<file path="config.mk">
export PLATFORM = sky130hd
export DESIGN_NAME = adc_conv_ctrl
export DESIGN_NICKNAME = d
export VERILOG_FILES = /design/src/core/adc_ctrl_pkg.sv /design/src/core/adc_result_shaper.sv /design/src/core/adc_conv_ctrl.sv
export VERILOG_INCLUDE_DIRS = /design/src /design/src/core
export SDC_FILE = /design/constraint.sdc
export NUM_CORES = 1
export LEC_CHECK = 0
export ABC_AREA = 1
export BUFFER_PORTS_ARGS = -buffer_cell sky130_fd_sc_hd__buf_2
export CORE_MARGIN = 4
export CORE_UTILIZATION = 25
export CTS_BUF_LIST = sky130_fd_sc_hd__clkbuf_4 sky130_fd_sc_hd__clkbuf_8
export CTS_CLUSTER_SIZE = 14
export DETAILED_ROUTE_END_ITERATION = 16
export GPL_TIMING_DRIVEN = 0
export SLEW_MARGIN = 30
export SYNTH_ARGS = -nofsm -noshare
export SYNTH_HDL_FRONTEND = slang
export SYNTH_SLANG_ARGS = --single-unit
</file>
<file path="constraint.sdc">
create_clock -name clk_sys -period 4.27 [get_ports clk_sys]
set_input_delay 0.854 -clock clk_sys [delete_from_list [all_inputs] [get_ports clk_sys]]
set_output_delay 0.854 -clock clk_sys [all_outputs]
set_load 0.02 [all_outputs]
</file>
<file path="src/core/adc_ctrl_defs.svh">
// register offsets, field positions and reset values of the converter control block
// assumes a 32-bit classic wishbone slave, byte addresses, one register per aligned word
`ifndef ADC_CTRL_DEFS_SVH
`define ADC_CTRL_DEFS_SVH

// register byte offsets
`define OFS_SC1          8'h00
`define OFS_SC2          8'h04
`define OFS_RES_HIGH     8'h08
`define OFS_RES_LOW      8'h0C
`define OFS_CMP_HIGH     8'h10
`define OFS_CMP_LOW      8'h14
`define OFS_CFG          8'h18
`define OFS_PIN_ONE      8'h1C
`define OFS_PIN_TWO      8'h20
`define OFS_PWR          8'h24

// first control register fields
`define SC1_DONE_BIT     7
`define SC1_IEN_BIT      6
`define SC1_CONT_BIT     5
`define SC1_CH_MSB       4
`define SC1_CH_LSB       0

// second control register fields
`define SC2_ACTIVE_BIT   7
`define SC2_TRIG_BIT     6
`define SC2_CMPEN_BIT    5
`define SC2_CMPDIR_BIT   4

// configuration, power control fields
`define CFG_MODE8_BIT    0
`define PWR_LOWVOLT_DETECT_ENABLE_BIT     1
`define PWR_LOWVOLT_STOP_DETECT_ENABLE_BIT    0

// channel codes
`define CH_DISABLED      5'h1F
`define CH_LAST_PIN      5'h0B

// reset values
`define SC1_RESET        8'h1F
`define SC2_RESET        8'h00
`define CFG_RESET        8'h00
`define PIN_RESET        8'h00
`define PWR_RESET        8'h00
`define CMP_RESET        10'h000

`endif

</file>
<file path="src/core/adc_ctrl_pkg.sv">
// types shared by the converter control block
// assumes nothing beyond a systemverilog compiler
package adc_ctrl_pkg;

	typedef enum logic [0:0] {
		SEQ_IDLE,
		SEQ_CONV
	} seq_state_e;

	typedef logic [4:0] channel_t;
	typedef logic [9:0] sample_t;

endpackage

</file>
<file path="src/core/adc_result_shaper.sv">
// result formatting and automatic compare for one finished conversion
// assumes raw data from the converter is 10 bits, msb first significance
`timescale 1ns/1ps
`default_nettype none

module adc_result_shaper
	import adc_ctrl_pkg::*;
(
	input  wire adc_ctrl_pkg::sample_t raw_data,   // converter output word
	input  wire logic                  mode8,      // 1 = 8-bit resolution
	input  wire adc_ctrl_pkg::sample_t cmp_level,  // programmed compare level
	input  wire logic                  cmp_dir,    // 0 below, 1 at or above
	output var   adc_ctrl_pkg::sample_t result,    // right-justified result
	output logic                       cmp_true    // compare condition met
);

	sample_t level_eff;

	always_comb begin
		if (mode8) begin
			result    = {2'h0, raw_data[9:2]};
			level_eff = {2'h0, cmp_level[7:0]};           // high compare bits unused in 8-bit
		end else begin
			result    = raw_data;
			level_eff = cmp_level;
		end
	end

	always_comb begin
		if (cmp_dir) begin
			cmp_true = (result >= level_eff);
		end else begin
			cmp_true = (result < level_eff);
		end
	end

endmodule // adc_result_shaper

`default_nettype wire

</file>
<file path="src/core/adc_conv_ctrl.sv">
// digital control of a 10-bit successive approximation converter: registers, channel mux, sequencer
// assumes analog mux and converter outside; conv_done and hw trigger arrive asynchronously
//
// Register access over Wishbone and the register addresses were chosen for this implementation.
`timescale 1ns/1ps
`default_nettype none

`include "adc_ctrl_defs.svh"

module adc_conv_ctrl
	import adc_ctrl_pkg::*;
#(
	parameter int PIN_CHANNELS = 12                      // pin-connected inputs
) (
	input  wire logic                    clk_sys,           // bus clock, 100 MHz
	input  wire logic                    rstn,              // async reset, active low
	// classic wishbone slave
	input  wire logic                    wb_cyc_i,          // cycle
	input  wire logic                    wb_stb_i,          // strobe
	input  wire logic                    wb_we_i,           // write enable
	input  wire logic [7:0]              wb_adr_i,          // byte address
	input  wire logic [3:0]              wb_sel_i,          // byte lanes
	input  wire logic [31:0]             wb_dat_i,          // write data
	output logic      [31:0]             wb_dat_o,          // read data
	output logic                         wb_ack_o,          // acknowledge
	// converter and mux side
	input  wire logic                    hw_trigger_in,     // periodic wake counter overflow
	input  wire logic                    stop_mode_in,      // system is in stop mode
	input  wire logic                    conv_done_in,      // converter finished, level
	input  wire adc_ctrl_pkg::sample_t   conv_data_in,      // converter data, stable with done
	output logic                         conv_start,        // one-cycle start pulse
	output logic                         conv_abort,        // one-cycle abort pulse
	output logic                         conv_power_en,     // converter powered
	output var   adc_ctrl_pkg::channel_t mux_select,        // selected input code
	output logic                         mux_isolate,       // all sources disconnected
	output logic [PIN_CHANNELS-1:0]      pin_analog_enable, // per-pin analog enables
	output logic                         conv_irq           // conversion interrupt request
);

	// register state
	logic                    done_flag_q;
	logic                    irq_en_q;
	logic                    cont_q;
	channel_t                channel_q;
	logic                    trig_sel_q;
	logic                    cmp_en_q;
	logic                    cmp_dir_q;
	logic                    mode8_q;
	sample_t                 cmp_level_q;
	sample_t                 result_q;
	logic [15:0]             pin_en_q;
	logic                    lowvolt_detect_enable_q;
	logic                    lowvolt_stop_detect_enable_q;
	seq_state_e              state_q;
	seq_state_e              state_d;
	logic                    start_d;
	logic                    abort_d;
	logic [2:0]              sync1_q;
	logic [2:0]              sync2_q;
	logic                    hw_prev_q;
	logic                    done_prev_q;
	logic                    ack_q;
	logic [31:0]             rdata_q;

	// bus decode
	logic                    take;
	logic                    wr;
	logic                    rd;
	logic                    sc1_wr;
	logic                    res_low_rd;
	logic [7:0]              wbyte;
	logic [7:0]              rbyte;

	// synchronised inputs, second stage only
	logic                    hw_s;
	logic                    stop_s;
	logic                    done_s;

	// sequencer terms
	logic                    run_ok;
	logic                    done_ev;
	logic                    hw_ev;
	logic                    new_off;
	logic                    cur_off;
	sample_t                 shaped;
	logic                    cmp_hit;
	logic                    result_load;

	assign take       = wb_cyc_i & wb_stb_i & ~ack_q;
	assign wr         = take & wb_we_i & wb_sel_i[0];
	assign rd         = take & ~wb_we_i;
	assign wbyte      = wb_dat_i[7:0];
	assign sc1_wr     = wr & (wb_adr_i == `OFS_SC1);
	assign res_low_rd = rd & (wb_adr_i == `OFS_RES_LOW);

	// two-stage synchronisers for pins from outside the clock domain
	always_ff @(posedge clk_sys or negedge rstn) begin
		if (!rstn) begin
			sync1_q <= 3'h0;
			sync2_q <= 3'h0;
		end else begin
			sync1_q <= {conv_done_in, stop_mode_in, hw_trigger_in};
			sync2_q <= sync1_q;
		end
	end

	assign hw_s   = sync2_q[0];
	assign stop_s = sync2_q[1];
	assign done_s = sync2_q[2];

	always_ff @(posedge clk_sys or negedge rstn) begin
		if (!rstn) begin
			hw_prev_q   <= 1'b0;
			done_prev_q <= 1'b0;
		end else begin
			hw_prev_q   <= hw_s;
			done_prev_q <= done_s;
		end
	end

	assign hw_ev   = hw_s & ~hw_prev_q;
	assign done_ev = (state_q == SEQ_CONV) & done_s & ~done_prev_q;
	assign run_ok  = ~stop_s | (lowvolt_detect_enable_q & lowvolt_stop_detect_enable_q);
	assign new_off = (wbyte[`SC1_CH_MSB:`SC1_CH_LSB] == `CH_DISABLED);
	assign cur_off = (channel_q == `CH_DISABLED);

	// conversion sequencer: write has priority over completion and trigger
	always_comb begin
		state_d = state_q;
		start_d = 1'b0;
		abort_d = 1'b0;
		if (sc1_wr) begin
			abort_d = (state_q == SEQ_CONV);
			if (!new_off && !trig_sel_q && run_ok) begin
				state_d = SEQ_CONV;
				start_d = 1'b1;
			end else begin
				state_d = SEQ_IDLE;
			end
		end else if ((state_q == SEQ_CONV) && !run_ok) begin
			state_d = SEQ_IDLE;
			abort_d = 1'b1;
		end else if (done_ev) begin
			if (cont_q && !cur_off) begin
				state_d = SEQ_CONV;
				start_d = 1'b1;
			end else begin
				state_d = SEQ_IDLE;
			end
		end else if ((state_q == SEQ_IDLE) && trig_sel_q && hw_ev && !cur_off && run_ok) begin
			state_d = SEQ_CONV;
			start_d = 1'b1;
		end
	end

	always_ff @(posedge clk_sys or negedge rstn) begin
		if (!rstn) begin
			state_q       <= SEQ_IDLE;
			conv_start    <= 1'b0;
			conv_abort    <= 1'b0;
			conv_power_en <= 1'b0;
		end else begin
			state_q       <= state_d;
			conv_start    <= start_d;
			conv_abort    <= abort_d;
			conv_power_en <= (state_d == SEQ_CONV);
		end
	end

	// reserved codes are not filtered: converter runs, result is whatever it gives
	adc_result_shaper u_shaper (
		.raw_data  (conv_data_in),
		.mode8     (mode8_q),
		.cmp_level (cmp_level_q),
		.cmp_dir   (cmp_dir_q),
		.result    (shaped),
		.cmp_true  (cmp_hit)
	);

	assign result_load = done_ev & (~cmp_en_q | cmp_hit);

	always_ff @(posedge clk_sys or negedge rstn) begin
		if (!rstn) begin
			result_q <= 10'h000;
		end else if (result_load) begin
			result_q <= shaped;
		end
	end

	// completion flag: a finish in the clearing cycle still sets it
	always_ff @(posedge clk_sys or negedge rstn) begin
		if (!rstn) begin
			done_flag_q <= 1'b0;
		end else if (result_load) begin
			done_flag_q <= 1'b1;
		end else if (sc1_wr || res_low_rd) begin
			done_flag_q <= 1'b0;
		end
	end

	always_ff @(posedge clk_sys or negedge rstn) begin
		if (!rstn) begin
			conv_irq <= 1'b0;
		end else begin
			conv_irq <= done_flag_q & irq_en_q;
		end
	end

	// first control register; the written flag bit is dropped
	always_ff @(posedge clk_sys or negedge rstn) begin
		if (!rstn) begin
			irq_en_q  <= 1'((`SC1_RESET >> `SC1_IEN_BIT) & 8'h01);
			cont_q    <= 1'((`SC1_RESET >> `SC1_CONT_BIT) & 8'h01);
			channel_q <= `CH_DISABLED;
		end else if (sc1_wr) begin
			irq_en_q  <= wbyte[`SC1_IEN_BIT];
			cont_q    <= wbyte[`SC1_CONT_BIT];
			channel_q <= wbyte[`SC1_CH_MSB:`SC1_CH_LSB];
		end
	end

	// second control, configuration, compare level and power control
	always_ff @(posedge clk_sys or negedge rstn) begin
		if (!rstn) begin
			trig_sel_q  <= 1'b0;
			cmp_en_q    <= 1'b0;
			cmp_dir_q   <= 1'b0;
			mode8_q     <= 1'b0;
			cmp_level_q <= `CMP_RESET;
			lowvolt_detect_enable_q      <= 1'b0;
			lowvolt_stop_detect_enable_q     <= 1'b0;
		end else if (wr) begin
			case (wb_adr_i)
				`OFS_SC2: begin
					trig_sel_q <= wbyte[`SC2_TRIG_BIT];
					cmp_en_q   <= wbyte[`SC2_CMPEN_BIT];
					cmp_dir_q  <= wbyte[`SC2_CMPDIR_BIT];
				end
				`OFS_CMP_HIGH: begin
					cmp_level_q[9:8] <= wbyte[1:0];
				end
				`OFS_CMP_LOW: begin
					cmp_level_q[7:0] <= wbyte;
				end
				`OFS_CFG: begin
					mode8_q <= wbyte[`CFG_MODE8_BIT];
				end
				`OFS_PWR: begin
					lowvolt_detect_enable_q  <= wbyte[`PWR_LOWVOLT_DETECT_ENABLE_BIT];
					lowvolt_stop_detect_enable_q <= wbyte[`PWR_LOWVOLT_STOP_DETECT_ENABLE_BIT];
				end
				default: begin
				end
			endcase
		end
	end

	// pin analog enables, one bit per pin-connected channel
	always_ff @(posedge clk_sys or negedge rstn) begin
		if (!rstn) begin
			pin_en_q <= 16'h0000;
		end else if (wr && (wb_adr_i == `OFS_PIN_ONE)) begin
			pin_en_q[7:0] <= wbyte;
		end else if (wr && (wb_adr_i == `OFS_PIN_TWO)) begin
			pin_en_q[15:8] <= wbyte;
		end
	end

	genvar gi;
	generate
		for (gi = 0; gi < PIN_CHANNELS; gi++) begin : g_pin
			always_ff @(posedge clk_sys or negedge rstn) begin
				if (!rstn) begin
					pin_analog_enable[gi] <= 1'b0;
				end else begin
					pin_analog_enable[gi] <= pin_en_q[gi];
				end
			end
		end
	endgenerate

	// channel routing: all five bits go out, up to 28 inputs plus references
	always_ff @(posedge clk_sys or negedge rstn) begin
		if (!rstn) begin
			mux_select  <= `CH_DISABLED;
			mux_isolate <= 1'b1;
		end else begin
			mux_select  <= channel_q;
			mux_isolate <= cur_off;
		end
	end

	// read mux
	always_comb begin
		case (wb_adr_i)
			`OFS_SC1:      rbyte = {done_flag_q, irq_en_q, cont_q, channel_q};
			`OFS_SC2:      rbyte = {state_q == SEQ_CONV, trig_sel_q, cmp_en_q, cmp_dir_q, 4'h0};
			`OFS_RES_HIGH: rbyte = {6'h00, result_q[9:8]};
			`OFS_RES_LOW:  rbyte = result_q[7:0];
			`OFS_CMP_HIGH: rbyte = {6'h00, cmp_level_q[9:8]};
			`OFS_CMP_LOW:  rbyte = cmp_level_q[7:0];
			`OFS_CFG:      rbyte = {7'h00, mode8_q};
			`OFS_PIN_ONE:  rbyte = pin_en_q[7:0];
			`OFS_PIN_TWO:  rbyte = pin_en_q[15:8];
			`OFS_PWR:      rbyte = {6'h00, lowvolt_detect_enable_q, lowvolt_stop_detect_enable_q};
			default:       rbyte = 8'h00;
		endcase
	end

	// one wait state: ack is registered, unmapped addresses answer with zero
	always_ff @(posedge clk_sys or negedge rstn) begin
		if (!rstn) begin
			ack_q   <= 1'b0;
			rdata_q <= 32'h00000000;
		end else begin
			ack_q <= take;
			if (rd) begin
				rdata_q <= {24'h000000, rbyte};
			end
		end
	end

	assign wb_ack_o = ack_q;
	assign wb_dat_o = rdata_q;

endmodule // adc_conv_ctrl

`default_nettype wire

</file>
==> impl_metrics.toml, run 1 <==
[setup_path]
cp.required_ns = 4.53
r2r_slack_ns = 1.88
crit_slowest_cell = "dfrtp_1"
crit_path_end_kind = "flop"
critPathKind = "reg2reg"
r2r_start = "mode8_q$_DFFE_PN0P_"
path_common_cell = "nand2_1"
cp_max_fo = 10
rr_endpoint = "result_q[3]$_DFFE_PN0P_"
max_stage_delay_ns = 0.42
crit_arrival_ns = 2.66
critPathLaunchType = "flop"
path_cells = "clkinv_1, o21ai_0, ha_1, nand2_1, inv_1, nand2_1, nand2_1, nand2_1, nand4_1, nand2_1, inv_1, nand2_1, nand2_1, buf_4, nand2_1, nand2_1"
r2r_cells = 16

[place]
place_ws_ns = 1.60
dp_cells = 814
gp_congestion = 0.837
port_buffers = 65
dpl_cell_area_sq_mm = 0.00511
hpwl_microns = 8470

[timing]
drv_slew = 0
hold_viol_final = 0
postLayoutSetupSlackWorst_ns = 1.88
min_period_ns = 2.39
setup_viol = 0
fin_crit_sh_pct = 56.0
max_freq_mhz = 418
fin_setup_tns_ns = 0
skew_ns = 0.0100
rsz0062_at_grt = "no"

[yosys]
yosys.area_share.xor_xnor_pct = 0
muxShareOfSynthArea_pct = 0
synth-simple-area-share_pct = 27.1
synth_seq_cells = 89
synth_adder_area_share_pct = 2.86
ys_seq_area_share_pct = 51.2
syn-instance-count = 500
synth.cell_area_sq_mm = 0.00438
yosysUniqueCellTypes = 30
yosysWarnings = 0
synth_compound_area_share_pct = 8.57
syn_area_per_cell_sq_um = 8.76
synth_top_family_by_area = "simple AND/OR/NAND/NOR gates"

[grt]
antenna_found_initial = 0
grt_pass1_vias = 3420
grt.overflow.total = 0
grt_start_max_net_pins = 67
track_usage_pct = 11.7
grt_pass1_wl_microns = 18100

[finish]
nets = 672
fin_cells = 830
finalInstanceArea_sq_mm = 0.00531
fin_util_pct = 30.8
drive_gt1_share_pct = 29.3
area_delta_synth_final_pct = 21.2
mostFrequentLayoutCells = "nand2_1 (182), dfrtp_1 (78), buf_2 (64)"
diodes = 0
layout_commonest_cell = "nand2_1"

[routing]
wl_per_cell_microns = 13.1
antenna_left = 0
routed_via_density = 4.10
initialDrtViolationCount = 192
wl_microns = 10900
vias = 3404
first_pass_iters = 5
route.detailed.drc = 0

[min_path]
hold_path_class = "in2async"

[power_and_ir_drop]
p_leak_nw = 2.87
peakVddDrop_uv = 234
power_density_mw_per_mm2 = 338

[floorplanning]
row_count = 48
die_h_microns = 140
die-area_sq_mm = 0.0197
die_w_microns = 140
pin_count = 117
start_util_pct = 25.4
coreArea_sq_mm = 0.0172

[run_status]
status = "completed"

[clock_tree]
clockBufferDepth = 2
cts_buffers = 9
clock-sinks = 89
cts_root_buf = "clkbuf_8"
clk_latency_ns = 0.37
tritoncts = "built"
clk_pin_slew_ns = 0.09
htree_levels = 3
post_cts_buffers = 0
cts_hold_buf = 0
cts-resized-gates = 0

[run]
maxCapViolCount = 0
[cell families after synthesis]
kind of cell | Yosys count
and+or+nand+nor | 260
DFF | 89
buffers and inverters | 82
AOI/OAI and AO/OA | 58
adders and majority gates | 10
other | 1
[cell type report]
cell class / instances / area, sq um
multi-input combinational: 352 / 1780
tap: 225 / 282
timing repair buffer: 66 / 359
fill: 1856 / 11900
sequential: 89 / 2240
buffer: 32 / 248
clock buffer: 9 / 124
clock inverter: 7 / 77.6
inverter: 50 / 198
[worst max-delay path, delay by kind of cell, from the launching register on]
| family | cells | cell delay (ns) |
|---|---|---|
| simple gates | 10 | 0.67 |
| fa+ha+maj | 1 | 0.31 |
| compound gates | 1 | 0.35 |
| flops | 1 | 0.42 |
| buf+inv | 4 | 0.51 |
[cell usage after synthesis]
master	number	area, sq um
o21ai_2	22	193
nand2_2	2	12.5
nand3_1	22	110
dfstp_2	11	289
o21ai_1	12	60.1
buf_6	4	45.0
nor2_1	22	82.6
nor2_2	5	31.3
nor2_4	4	45.0
and3_1	1	6.26
clkinv_1	1	3.75
nand3_4	1	17.5
conb_1	1	3.75
a31oi_1	2	12.5
nor2_8	2	40.0
ha_1	10	125
inv_2	6	22.5
dfrtp_1	78	1950
nand3b_1	1	7.51
nand3_2	5	50.1
nor3_1	3	15.0
nand4_1	5	31.3
clkbuf_1	2	7.51
clkinv_4	2	17.5
inv_1	41	154
o21ai_0	18	90.1
nand2_4	5	56.3
nand2_1	182	683
a21oi_1	4	20.0
buf_4	26	195
[through the flow]
stage	hold WS, ns	total power [W]
floorplan	0.331	0.00112
global placement	0.335	0.00121
detailed placement	0.336	0.00122
CTS	0.300	0.00182
global route	0.307	0.00191
finish	0.321	0.00180
[sequential cells by signal, indices dropped and copies added, names as in the netlist, 3 cells and up]
name               cells
sync2_q                3
channel_q              5
pin_analog_enable     12
wb_dat_o               8
pin_en_q              16
sync1_q                3
cmp_level_q           10
result_q              10
mux_select             5
[metal layers]
metal	part of all wire (%)	up-vias	GRT usage, %	wire length, microns
li1	-	1735	-	-
met2	47	86	19.1	5150
met3	5.7	12	2.87	616
met4	1.4	0	3.67	150
met5	0	-	0	0
met1	46	1571	15.3	4950
[report_power, final]
group / internal [W] / switching [W]
logic: 0.0000876 / 0.000154
clock network: 0.000278 / 0.000323
registers: 0.000910 / 0.0000442
[how the worst max path moves through the flow]
| stage | end | slack (ns) | startpoint | depth (start not counted) |
|---|---|---|---|---|
| after global routing | result_q[2]$_DFFE_PN0P_ | 1.59 | mode8_q$_DFFE_PN0P_ | 16 |
| after global placement | wb_dat_o[0]$_DFFE_PN0P_ | 1.51 | rstn | 1 |
| after detailed placement | result_q[3]$_DFFE_PN0P_ | 1.60 | conv_data_in[7] | 15 |
| after floorplan | result_q[1]$_DFFE_PN0P_ | 2.02 | conv_data_in[7] | 14 |
| final | result_q[3]$_DFFE_PN0P_ | 1.88 | mode8_q$_DFFE_PN0P_ | 16 |
| after CTS | result_q[2]$_DFFE_PN0P_ | 1.84 | mode8_q$_DFFE_PN0P_ | 16 |
Power figures use the tool's default switching activity.
==> run 2, diff against run 1 <==
clock period = 2.5 ns   (was 4.27 ns; I/O delays follow)
==> run 2 against run 1 <==
Effect of this change: worst hold slack worse by 0.093 ns; via count rose by 0.15%; setup slack worse by 1.6 ns; combinational power rose by 71%; largest cell class unchanged; register-to-register slack lost 1.6 ns.
==> impl_metrics.toml, run 2 (synthesized netlist as in run 1, its figures left out) <==
[power_and_ir_drop]
p_sw_w = 0.000891
peakVddDrop_uv = 399
power_density_mw_per_mm2 = 577
internal-power_w = 0.00218
seqPwrFrac_pct = 53.1
p_comb_share_pct = 13.5
swShare_pct = 29.0
p_total_w = 0.00307
p_leak_nw = 2.87
clkPwrFrac_pct = 33.4

[setup_path]
critPathKind = "reg2reg"
r2r_start = "mode8_q$_DFFE_PN0P_"
cp-endpoint = "result_q[3]$_DFFE_PN0P_"
r2r_cells = 14
rr_endpoint = "result_q[3]$_DFFE_PN0P_"
cp.required_ns = 2.76
r2r_slack_ns = 0.23
critPathLaunchType = "flop"
cp_max_fo = 10
crit_arrival_ns = 2.53
worstSetupStartpoint = "mode8_q$_DFFE_PN0P_"
crit_path_end_kind = "flop"

[finish]
largest_reg_flops = 16
layout_commonest_cell = "nand2_1"
diodes = 0
n_fill_cell = 1856
reg.largest.list = "pin_en_q x16, pin_analog_enable x12"
nets = 673
drive_gt1_share_pct = 29.7
fin_cells = 831
mostFrequentLayoutCells = "nand2_1 (182), dfrtp_1 (77), buf_2 (64)"
fin_util_pct = 30.9
largest_register = "pin_en_q"
area_delta_synth_final_pct = 21.6

[clock_tree]
clk_latency_ns = 0.37
cts_buffers = 9
post_cts_buffers = 0
clk_pin_slew_ns = 0.09
clockBufferDepth = 2
htree_levels = 3
tritoncts = "built"
clock-sinks = 89
cts_root_buf = "clkbuf_8"

[timing]
slew_headroom_pct = 66.7
fin_setup_tns_ns = 0
min_period_ns = 2.27
rsz0062_at_grt = "no"
skew_ns = 0.00987
whs_ns = 0.228
fin_crit_sh_pct = 90.7
drv_slew = 0
tightest_slew_ns = 0.498
max_freq_mhz = 441
hold_viol_final = 0
setup_viol = 0

[floorplanning]
die_w_microns = 140
row_count = 48
coreArea_sq_mm = 0.0172
pin_count = 117
die-area_sq_mm = 0.0197
die_h_microns = 140
start_util_pct = 25.4

[run_status]
status = "completed"

[grt]
grt_pass1_wl_microns = 18100
grt_start_max_net_pins = 67
grt_pass1_vias = 3419
track_usage_pct = 11.7
grt.overflow.total = 0
antenna_found_initial = 0

[routing]
wl_microns = 10900
highest_layer = "met4"
initialDrtViolationCount = 185
vias = 3409
wl_per_cell_microns = 13.1
met1_length_microns = 4940
route.detailed.drc = 0
wl_met2_microns = 5160
routed_via_density = 4.10
first_pass_iters = 5
antenna_left = 0
wl_met3_microns = 605

[place]
dp_cells = 814
port_buffers = 65
hpwl_microns = 8470
gp_congestion = 0.837

[min_path]
hold_path_class = "in2reg"

[run]
maxCapViolCount = 0
==> run 2: final cells by class <==
cell class,count,area [sq um],area share (%)
Clock inverter,7,77.6,1.46
Clock buffer,9,124,2.33
Multi-Input combinational cell,352,1780,33.4
Timing Repair Buffer,67,369,6.93
Inverter,50,201,3.78
Buffer,32,249,4.68
Sequential cell,89,2240,42.1
Tap cell,225,282,5.29
==> run 2: per-stage QoR <==
| stage | setup slack [ns] | instance area, sq um |
|---|---|---|
| floorplan | 0.498 | 4470 |
| global placement | 0.0907 | 5070 |
| detailed placement | 0.0911 | 5110 |
| CTS | 0.0650 | 5320 |
| global route | 0.00515 | 5320 |
| finish | 0.232 | 5320 |
==> run 2: layer usage <==
metal	GRT usage (%)	vias up
met3	2.87	11
met4	3.67	0
li1	-	1736
met5	0	-
met2	19.1	77
met1	15.4	1585
==> run 2: worst min-delay path by stage <==
stage / from / endpoint / slack, ns / cells after the start
global route: stop_mode_in / sync1_q[1]$_DFF_PN0_ / 0.20 / 1
global placement: sync1_q[1]$_DFF_PN0_ / sync2_q[1]$_DFF_PN0_ / 0.33 / 0
finish: stop_mode_in / sync1_q[1]$_DFF_PN0_ / 0.23 / 1
CTS: stop_mode_in / sync1_q[1]$_DFF_PN0_ / 0.20 / 1
floorplan: rstn / cmp_dir_q$_DFFE_PN0P_ / 0.20 / 0
detailed placement: sync1_q[0]$_DFF_PN0_ / sync2_q[0]$_DFF_PN0_ / 0.34 / 0
==> run 2: worst max-delay path: stages, from the launching register on <==
cell and delay (ns):
dfrtp_2 0.46, clkbuf_2 0.19, o21ai_0 0.34, ha_1 0.30, nand2_1 0.06, nor2_1 0.05
nand3_1 0.10, nand4_1 0.11, nand2_1 0.07, inv_1 0.03, nand2_1 0.06, nand2_1 0.08
buf_4 0.21, nand2_1 0.07, nand2_1 0.05
==> run 2: repair_timing <==
action,in CTS,in global routing
hold endpoints to repair,12,0
hold buffers,1,0
endpoints found under the setup margin,0,11
resized for setup,0,6
==> run 2: power groups by stage <==
stage	combinational (W)	clock [W]	sequential, W
after floorplan	0.000263	0	0.00165
after global placement	0.000405	0	0.00165
after detailed placement	0.000418	0	0.00166
after CTS	0.000420	0.00106	0.00163
after global routing	0.000476	0.00113	0.00165
final	0.000415	0.00103	0.00163
